### config.mk
export PLATFORM = sky130hd
export DESIGN_NAME = sram_core
export DESIGN_NICKNAME = d
export VERILOG_FILES = /design/src/shared/sram_pkg.sv /design/src/hw/sram_core.sv /design/src/hw/burst_counter.sv /design/src/hw/lane_store.sv
export SDC_FILE = /design/constraint.sdc
export NUM_CORES = 2
export LEC_CHECK = 0
export BUFFER_PORTS_ARGS = -buffer_cell sky130_fd_sc_hd__buf_2
export CAP_MARGIN = 40
export CELL_PAD_IN_SITES_DETAIL_PLACEMENT = 2
export CELL_PAD_IN_SITES_GLOBAL_PLACEMENT = 2
export CORE_MARGIN = 5
export CORE_UTILIZATION = 51
export CTS_CLUSTER_SIZE = 40
export DETAILED_ROUTE_END_ITERATION = 10
export PLACE_DENSITY = 0.83
export SLEW_MARGIN = 40
export SYNTH_ARGS = -nofsm -noshare
export SYNTH_HDL_FRONTEND = slang
export SYNTH_HIERARCHICAL = 1
export SYNTH_SLANG_ARGS = --single-unit
### constraint.sdc
create_clock -name CLK_SYS -period 10.1 [get_ports CLK_SYS]
set_input_delay 1.01 -clock CLK_SYS [delete_from_list [all_inputs] [get_ports CLK_SYS]]
set_output_delay 1.01 -clock CLK_SYS [all_outputs]
set_load 0.1 [all_outputs]
### src/shared/sram_pkg.sv
// constants and carrier types shared by the flow-through sram block
// Notes on behaviour
// - processor strobe low at a clock rise loads the presented address.
// - controller strobe low at a clock rise loads the presented address.
// - every address load also seeds the burst counter with address bits [1:0].
// - both strobes low together: only the processor strobe is acted upon.
// - processor strobe is ignored while the primary chip select is high.
// - byte write only when byte write enable is low at the clock rise.
// - sleep input high stops all activity while keeping stored contents.
// - sleep must be low for normal use; a floating sleep pin reads low.
// - incoming data is captured into the store on the rising clock edge.
// - outgoing data is the word addressed at the previous clock rise.
// - output enable low drives data and parity lines, high floats them.
// - lines float during write data, first clock after deselect, and deselect.
// - parity lines act as data lines; each written under its byte select.
// - burst order strap low is linear; high or floating is interleaved.
// - advance low during a burst steps the burst address at that edge.
// - global write low writes all bytes, ignoring selects and byte enable.
package sram_pkg;
    localparam int ADDR_W    = 6;
    localparam int MEM_DEPTH = 64;
    localparam int LANES     = 4;
    localparam int BYTE_W    = 8;
    localparam int DATA_W    = 32;
    localparam int BURST_W   = 2;

    localparam logic [BURST_W-1:0] BURST_RST = 2'h0;
    localparam logic [BURST_W-1:0] BURST_ONE = 2'h1;
    localparam logic [ADDR_W-1:0]  ADDR_RST  = 6'h00;
    localparam logic               MODE_LINEAR      = 1'b0;
    localparam logic               MODE_INTERLEAVED = 1'b1;
    localparam logic               MODE_RST         = MODE_INTERLEAVED;

    typedef enum logic [2:0] {
        ST_DESEL  = 3'h1,
        ST_FIRST  = 3'h2,
        ST_ACTIVE = 3'h4
    } access_state_t;

    typedef struct packed {
        logic              en;
        logic [ADDR_W-1:0] addr;
        logic [LANES-1:0]  lane_we;
        logic [DATA_W-1:0] data;
        logic [LANES-1:0]  parity;
    } write_req_t;
endpackage

### src/hw/sram_core.sv
// strobe, burst and data-pin logic of the flow-through sram
`timescale 1ns/1ps
`default_nettype none
module sram_core
    import sram_pkg::*;
(
    input  wire logic              CLK_SYS,
    input  wire logic              SYS_RST,
    input  wire logic [ADDR_W-1:0] ADDR,
    input  wire logic              PROCESSOR_ADDR_STROBE_N,
    input  wire logic              CONTROLLER_ADDR_STROBE_N,
    input  wire logic              PRIMARY_CHIP_SELECT_N,
    input  wire logic              SECONDARY_CHIP_SELECT,
    input  wire logic              TERTIARY_CHIP_SELECT_N,
    input  wire logic              BURST_ADVANCE_N,
    input  wire logic              ALL_BYTES_WRITE_N,
    input  wire logic              BYTE_WRITE_ENABLE_N,
    input  wire logic [LANES-1:0]  BYTE_SELECT_N,
    input  wire logic              OUTPUT_ENABLE_N,
    input  wire logic              SLEEP_REQUEST,
    input  wire logic              BURST_ORDER_SEL,
    input  wire logic [DATA_W-1:0] DATA_IN,
    output logic      [DATA_W-1:0] DATA_OUT,
    output logic                   DATA_OE_N,
    input  wire logic [LANES-1:0]  PARITY_DATA_LINES_IN,
    output logic      [LANES-1:0]  PARITY_DATA_LINES_OUT,
    output logic                   PARITY_DATA_LINES_OE_N
);
    access_state_t     state;
    access_state_t     next_state;
    logic [ADDR_W-1:0] addr_q;
    logic [ADDR_W-1:0] next_addr_q;
    logic              order;
    logic              next_order;

    logic               awake;
    logic               chip_ok;
    logic               proc_take;
    logic               ctrl_take;
    logic               load;
    logic               write_any;
    logic [LANES-1:0]   lane_we;
    logic               in_burst;
    logic               advance;
    logic [BURST_W-1:0] burst_bits;
    logic [ADDR_W-1:0]  burst_addr;
    write_req_t         wr;

    // sleep freezes strobes, writes and stepping; store keeps its contents
    assign awake   = !SLEEP_REQUEST;
    assign chip_ok = !PRIMARY_CHIP_SELECT_N && SECONDARY_CHIP_SELECT
                     && !TERTIARY_CHIP_SELECT_N;

    assign proc_take = awake && !PROCESSOR_ADDR_STROBE_N
                       && !PRIMARY_CHIP_SELECT_N;
    assign ctrl_take = awake && !CONTROLLER_ADDR_STROBE_N
                       && PROCESSOR_ADDR_STROBE_N;
    assign load      = proc_take || ctrl_take;

    // global write overrides byte qualification
    assign lane_we   = {LANES{!ALL_BYTES_WRITE_N}}
                       | ({LANES{!BYTE_WRITE_ENABLE_N}} & ~BYTE_SELECT_N);
    assign write_any = |lane_we;

    assign in_burst   = (state != ST_DESEL);
    assign advance    = awake && !load && in_burst && !BURST_ADVANCE_N;
    assign burst_addr = {addr_q[ADDR_W-1:BURST_W], burst_bits};

    always_comb begin
        wr         = '0;
        wr.data    = DATA_IN;
        wr.parity  = PARITY_DATA_LINES_IN;
        wr.lane_we = lane_we;
        if (ctrl_take && chip_ok && write_any) begin
            wr.en   = 1'b1;
            wr.addr = ADDR;
        end else if (awake && !load && in_burst && write_any) begin
            wr.en   = 1'b1;
            wr.addr = burst_addr;
        end else begin
            wr.en   = 1'b0;
            wr.addr = burst_addr;
        end
    end

    // processor-strobe loads ignore the write inputs in their first cycle
    always_comb begin
        next_state  = state;
        next_addr_q = addr_q;
        if (load) begin
            if (chip_ok) begin
                next_addr_q = ADDR;
                next_state  = (state == ST_DESEL) ? ST_FIRST : ST_ACTIVE;
            end else begin
                next_state = ST_DESEL;
            end
        end else if (awake && state == ST_FIRST) begin
            next_state = ST_ACTIVE;
        end
    end

    // strap sampled while reset is held, then frozen
    always_comb begin
        next_order = SYS_RST ? BURST_ORDER_SEL : order;
    end

    always_ff @(posedge CLK_SYS) begin
        order <= next_order;
        if (SYS_RST) begin
            state  <= ST_DESEL;
            addr_q <= ADDR_RST;
        end else begin
            state  <= next_state;
            addr_q <= next_addr_q;
        end
    end

    burst_counter u_burst (
        .clk        (CLK_SYS),
        .rst        (SYS_RST),
        .load       (load && chip_ok),
        .start      (ADDR[BURST_W-1:0]),
        .advance    (advance),
        .order      (order),
        .burst_bits (burst_bits)
    );

    lane_store u_store (
        .clk       (CLK_SYS),
        .wr        (wr),
        .rd_addr   (burst_addr),
        .rd_data   (DATA_OUT),
        .rd_parity (PARITY_DATA_LINES_OUT)
    );

    // drive only when enabled, selected, settled and not in a write phase
    assign DATA_OE_N = OUTPUT_ENABLE_N || SLEEP_REQUEST
                       || (state != ST_ACTIVE)
                       || wr.en;
    assign PARITY_DATA_LINES_OE_N = DATA_OE_N;
endmodule
`default_nettype wire

### src/hw/burst_counter.sv
// two-bit wrapping burst counter with linear or interleaved order
`timescale 1ns/1ps
`default_nettype none
module burst_counter
    import sram_pkg::*;
(
    input  wire logic               clk,
    input  wire logic               rst,
    input  wire logic               load,
    input  wire logic [BURST_W-1:0] start,
    input  wire logic               advance,
    input  wire logic               order,
    output logic      [BURST_W-1:0] burst_bits
);
    logic [BURST_W-1:0] start_q;
    logic [BURST_W-1:0] step;
    logic [BURST_W-1:0] next_start_q;
    logic [BURST_W-1:0] next_step;

    always_comb begin
        next_start_q = start_q;
        next_step    = step;
        if (load) begin
            next_start_q = start;
            next_step    = BURST_RST;
        end else if (advance) begin
            next_step = BURST_W'(step + BURST_ONE);
        end
    end

    always_ff @(posedge clk) begin
        if (rst) begin
            start_q <= BURST_RST;
            step    <= BURST_RST;
        end else begin
            start_q <= next_start_q;
            step    <= next_step;
        end
    end

    // linear adds, interleaved xors; both wrap modulo four
    assign burst_bits = (order == MODE_LINEAR)
                        ? BURST_W'(start_q + step)
                        : start_q ^ step;
endmodule
`default_nettype wire

### src/hw/lane_store.sv
// flip-flop storage array with per-byte write lanes and parity
`timescale 1ns/1ps
`default_nettype none
module lane_store
    import sram_pkg::*;
(
    input  wire logic              clk,
    input  wire write_req_t        wr,
    input  wire logic [ADDR_W-1:0] rd_addr,
    output logic      [DATA_W-1:0] rd_data,
    output logic      [LANES-1:0]  rd_parity
);
    genvar g;
    generate
        for (g = 0; g < LANES; g++) begin : g_lane
            logic [BYTE_W-1:0] mem_byte [MEM_DEPTH];
            logic              mem_par  [MEM_DEPTH];
            logic [BYTE_W-1:0] next_mem_byte [MEM_DEPTH];
            logic              next_mem_par  [MEM_DEPTH];

            always_comb begin
                next_mem_byte = mem_byte;
                next_mem_par  = mem_par;
                if (wr.en && wr.lane_we[g]) begin
                    next_mem_byte[wr.addr] = wr.data[g*BYTE_W +: BYTE_W];
                    next_mem_par[wr.addr]  = wr.parity[g];
                end
            end

            always_ff @(posedge clk) begin
                mem_byte <= next_mem_byte;
                mem_par  <= next_mem_par;
            end

            assign rd_data[g*BYTE_W +: BYTE_W] = mem_byte[rd_addr];
            assign rd_parity[g]                = mem_par[rd_addr];
        end
    endgenerate
endmodule
`default_nettype wire

==> impl_metrics.py, run 1 <==
metrics = {
    "outcome": {
        "outcome": "stopped before the end",
        "stop_stage": "detailed placement (3_5_place_dp)",
        "firstError": "[ERROR DPL-0033] detailed placement checks failed during check placement.",
    },
    "yosys": {
        "avgSynthCellArea_um2": 21.54,
        "async_flop_share_pct": 0,
        "synthTopCellsByCount": "edfxtp_1, mux4_2, nor2_1, nand2_1, clkbuf_1",
        "ys_types": 57,
        "yosysTopAreaCell": "edfxtp_1",
        "synth_top_area_share_pct": 77.53,
        "ys_ff_latch": 2316,
        "synth_area_leaders": "edfxtp_1, mux4_2, nor2_1",
        "yosysWarnings": 6,
        "synth_flop_cell": "edfxtp_1",
        "synthCells": 4145,
        "syn-num-nets": 4205,
        "synth-edff-count": 2305,
        "ys_seq_area_share_pct": 77.77,
        "synth_area_um2": 89280,
        "synth.most_common_cell": "edfxtp_1",
    },
    "placement": {
        "numPortBuffers": 96,
        "gp_congestion": 0.8416,
        "hpwl_um": 223100,
    },
    "floorplanning": {
        "rows": 153,
        "die_x_um": 428.4,
        "dieHeight_um": 428.4,
        "ios": 97,
        "start_util_pct": 51.31,
    },
}
## per-stage QoR
step	hold WS, ps	instance area [um^2]	cells
after floorplan	456.9	89280	4145
after global placement	505.3	92170	6397
## cell families after synthesis
| family | synth area share [%] |
|---|---|
| buf+inv | 1.504 |
| compound gates | 2.274 |
| mux | 14.87 |
| simple gates | 3.534 |
| fa+ha+maj | 0.01401 |
| xor+xnor | 0.02943 |
| flops | 77.77 |
==> inputs of run 2 (changes only) <==
CELL_PAD_IN_SITES_DETAIL_PLACEMENT = default   (was 2)
CELL_PAD_IN_SITES_GLOBAL_PLACEMENT = default   (was 2)
CORE_UTILIZATION = 36   (was 51)
CTS_CLUSTER_SIZE = default   (was 40)
PLACE_DENSITY = default   (was 0.83)
PLACE_DENSITY_LB_ADDON = 0.15   (was default)
==> run 2 against run 1 <==
Compared with the run above: the flow now finishes without violations; synthesized cell count is the same; synthesized area unchanged.
==> impl_metrics.py, run 2 <==
metrics = {
    "outcome": {
        "outcome": "finished clean",
    },
    "setup_path": {
        "crit_path_end_kind": "output pin",
        "required_ps": 9090,
        "crit_type": "flop to output pin",
        "cp_max_fo": 96,
        "arrival_ps": 5840,
        "cp-start-kind": "flop",
    },
    "route": {
        "drc": 0,
        "drt_iter0_drc": 4837,
        "wl_um": 268600,
        "num_vias": 43950,
        "routedWlPerCell_um": 34.06,
        "antenna_left": 0,
        "dr.pass1.iters": 6,
        "via_per_inst": 5.574,
    },
    "cells_and_area": {
        "largest_reg_flops": 2048,
        "n_fill_cell": 21750,
        "final_common_cell": "edfxtp_1",
        "largest_register": "u_store/g_lane.mem_byte",
        "mostFrequentLayoutCells": "edfxtp_1, mux4_2, clkbuf_16, nor2_2, nand2_1",
        "design_area_um2": 102100,
        "multi_input_area_um2": 19290,
        "syn_to_final_growth_pct": 14.35,
        "final_nets": 4417,
        "drive_gt1_share_pct": 31.26,
        "largestRegisters": "u_store/g_lane.mem_byte (2048), u_store/g_lane.mem_par (256), addr_q (4)",
        "seqCellArea_um2": 69450,
    },
    "yosys": {
        "synth-edff-count": 2305,
        "yosysWarnings": 6,
        "ys_ff_latch": 2316,
        "ys_types": 57,
        "synth_flop_cell": "edfxtp_1",
        "ys_seq_area_share_pct": 77.77,
        "synth_area_um2": 89280,
        "synth_top_area_share_pct": 77.53,
        "yosysTopAreaCell": "edfxtp_1",
        "synth.most_common_cell": "edfxtp_1",
        "syn-num-nets": 4205,
        "synthCells": 4145,
        "synth_area_leaders": "edfxtp_1, mux4_2, nor2_1",
        "synthTopCellsByCount": "edfxtp_1, mux4_2, nor2_1, nand2_1, clkbuf_1",
        "avgSynthCellArea_um2": 21.54,
        "async_flop_share_pct": 0,
    },
    "job": {
        "maxCapViolations": 0,
    },
    "power_and_ir_drop": {
        "pwr_density_cell_nw_per_um2": 194.3,
        "leakage_nw": 29.85,
        "ir_drop_uv": 188.5,
    },
    "clocking": {
        "cts_tree": "built",
        "cts_buffers": 240,
        "cts_resized": 0,
        "post_cts_buffers": 0,
        "cts.path.max_buffers": 3,
        "worstSkewPairLatency_ps": 890,
        "cts.clk_slew.worst_paths_ps": 60,
        "cts-root-buf": "clkbuf_16",
        "cts_sinks": 2316,
        "cts_hold_buf": 0,
        "htreeDepth": 4,
    },
    "floorplanning": {
        "die_x_um": 508,
        "dieHeight_um": 508,
        "ios": 97,
        "dieArea_um2": 258100,
        "start_util_pct": 36.24,
        "rows": 182,
        "coreArea_um2": 246400,
    },
    "sta": {
        "hold_violations": 0,
        "worst_pin_slew_ps": 1002,
        "fin_crit_ps": 6854,
        "clock_skew_ps": 50.06,
        "setup_viol": 0,
        "min_period_over_period_pct": 67.86,
        "fin_tns_setup_ps": 0,
        "max_freq_mhz": 145.9,
        "worst_slack_ps": 3246,
        "grt_setup_unrepaired": "no",
        "slew_viol_final": 0,
        "relSlewSlack_pct": 33.05,
    },
    "placement": {
        "numPortBuffers": 96,
        "dp_slack_ps": 4003,
        "place_area_um2": 94310,
        "hpwl_um": 162500,
        "gp_congestion": 0.7923,
    },
    "global_route": {
        "grt_pass1_wl_um": 372300,
        "grt_max_degree": 97,
        "grt_pass1_vias": 44680,
        "grt-ovfl-total": 0,
        "grt_use_total_pct": 20.59,
        "antenna_found_initial": 16,
    },
    "worst_hold_path": {
        "hold_path_class": "input pin to flop",
    },
}
==> run 2: path summary, 6_finish.rpt <==
check                        from                         endpoint  slack [ps]  cells past startpoint
setup reg to reg  u_burst/step[0]  u_store/g_lane[0].mem_byte[399]        4280                     11
hold / removal    BURST_ORDER_SEL                            order         320                      1
hold reg to reg         addr_q[5]                        addr_q[5]         490                      2
setup / recovery  u_burst/step[0]                     DATA_OUT[30]        3250                     11
==> run 2: cells by family (layout without fill, tap and decap cells) <==
group	count (synthesis)	in the layout	share of synthesized area, %
buffers and inverters	253	679	1.504
and+or+nand+nor	689	689	3.534
other	0	2	0
AOI/OAI and AO/OA	274	274	2.274
xor gates and xnor gates	3	3	0.02943
adders and majority gates	1	1	0.01401
DFF	2316	2316	77.77
muxes	609	609	14.87
==> run 2: worst max-delay path, stage by stage, from the launching register on <==
cell	delay, ps
dfxtp_1	420
ha_4	150
nor2b_1	200
xnor2_2	170
buf_12	430
buf_4	660
buf_12	460
mux4_2	370
o221ai_1	250
o22ai_1	520
and3_1	390
buf_2	480
==> run 2: layer usage <==
metal	part of all wire (%)	vias to the layer above	track usage (%)
met1	43	24180	28.59
met2	48	1467	32.97
met4	2.7	6	5.565
li1	-	17910	-
met5	0.037	-	0.3519
met3	6.8	388	4.520
==> run 2: area by class of cell <==
class / instances / area share [%]
timing repair buffer: 219 / 1.602
sequential: 2316 / 68.02
antenna: 2 / 0.004902
clock inverter: 153 / 1.241
clock buffer: 303 / 6.156
multi-input combinational: 1576 / 18.90
tap: 3312 / 4.059
inverter: 4 / 0.01716
==> run 2: report_power, final <==
part           total [mW]  switching (mW)  internal, mW
sequential           10.6         0.00391          10.6
clock                8.53            3.77          4.76
combinational       0.728           0.531         0.197
total                19.8            4.31          15.5
==> run 2: per-stage QoR <==
| stage | hold WS, ps | std cells | util (%) | total power [mW] |
|---|---|---|---|---|
| after detailed placement | 482.6 | 7423 | 38.28 | 11.52 |
| after CTS | 260.3 | 7879 | 41.34 | 20.04 |
| after floorplan | 456.9 | 4145 | - | 11.16 |
| after global routing | 287.7 | 7884 | 41.43 | 20.46 |
| final | 321.4 | 7885 | 41.43 | 19.84 |
| after global placement | 477.8 | 7420 | 38.00 | 11.51 |
(Power assumes the default switching activity.)
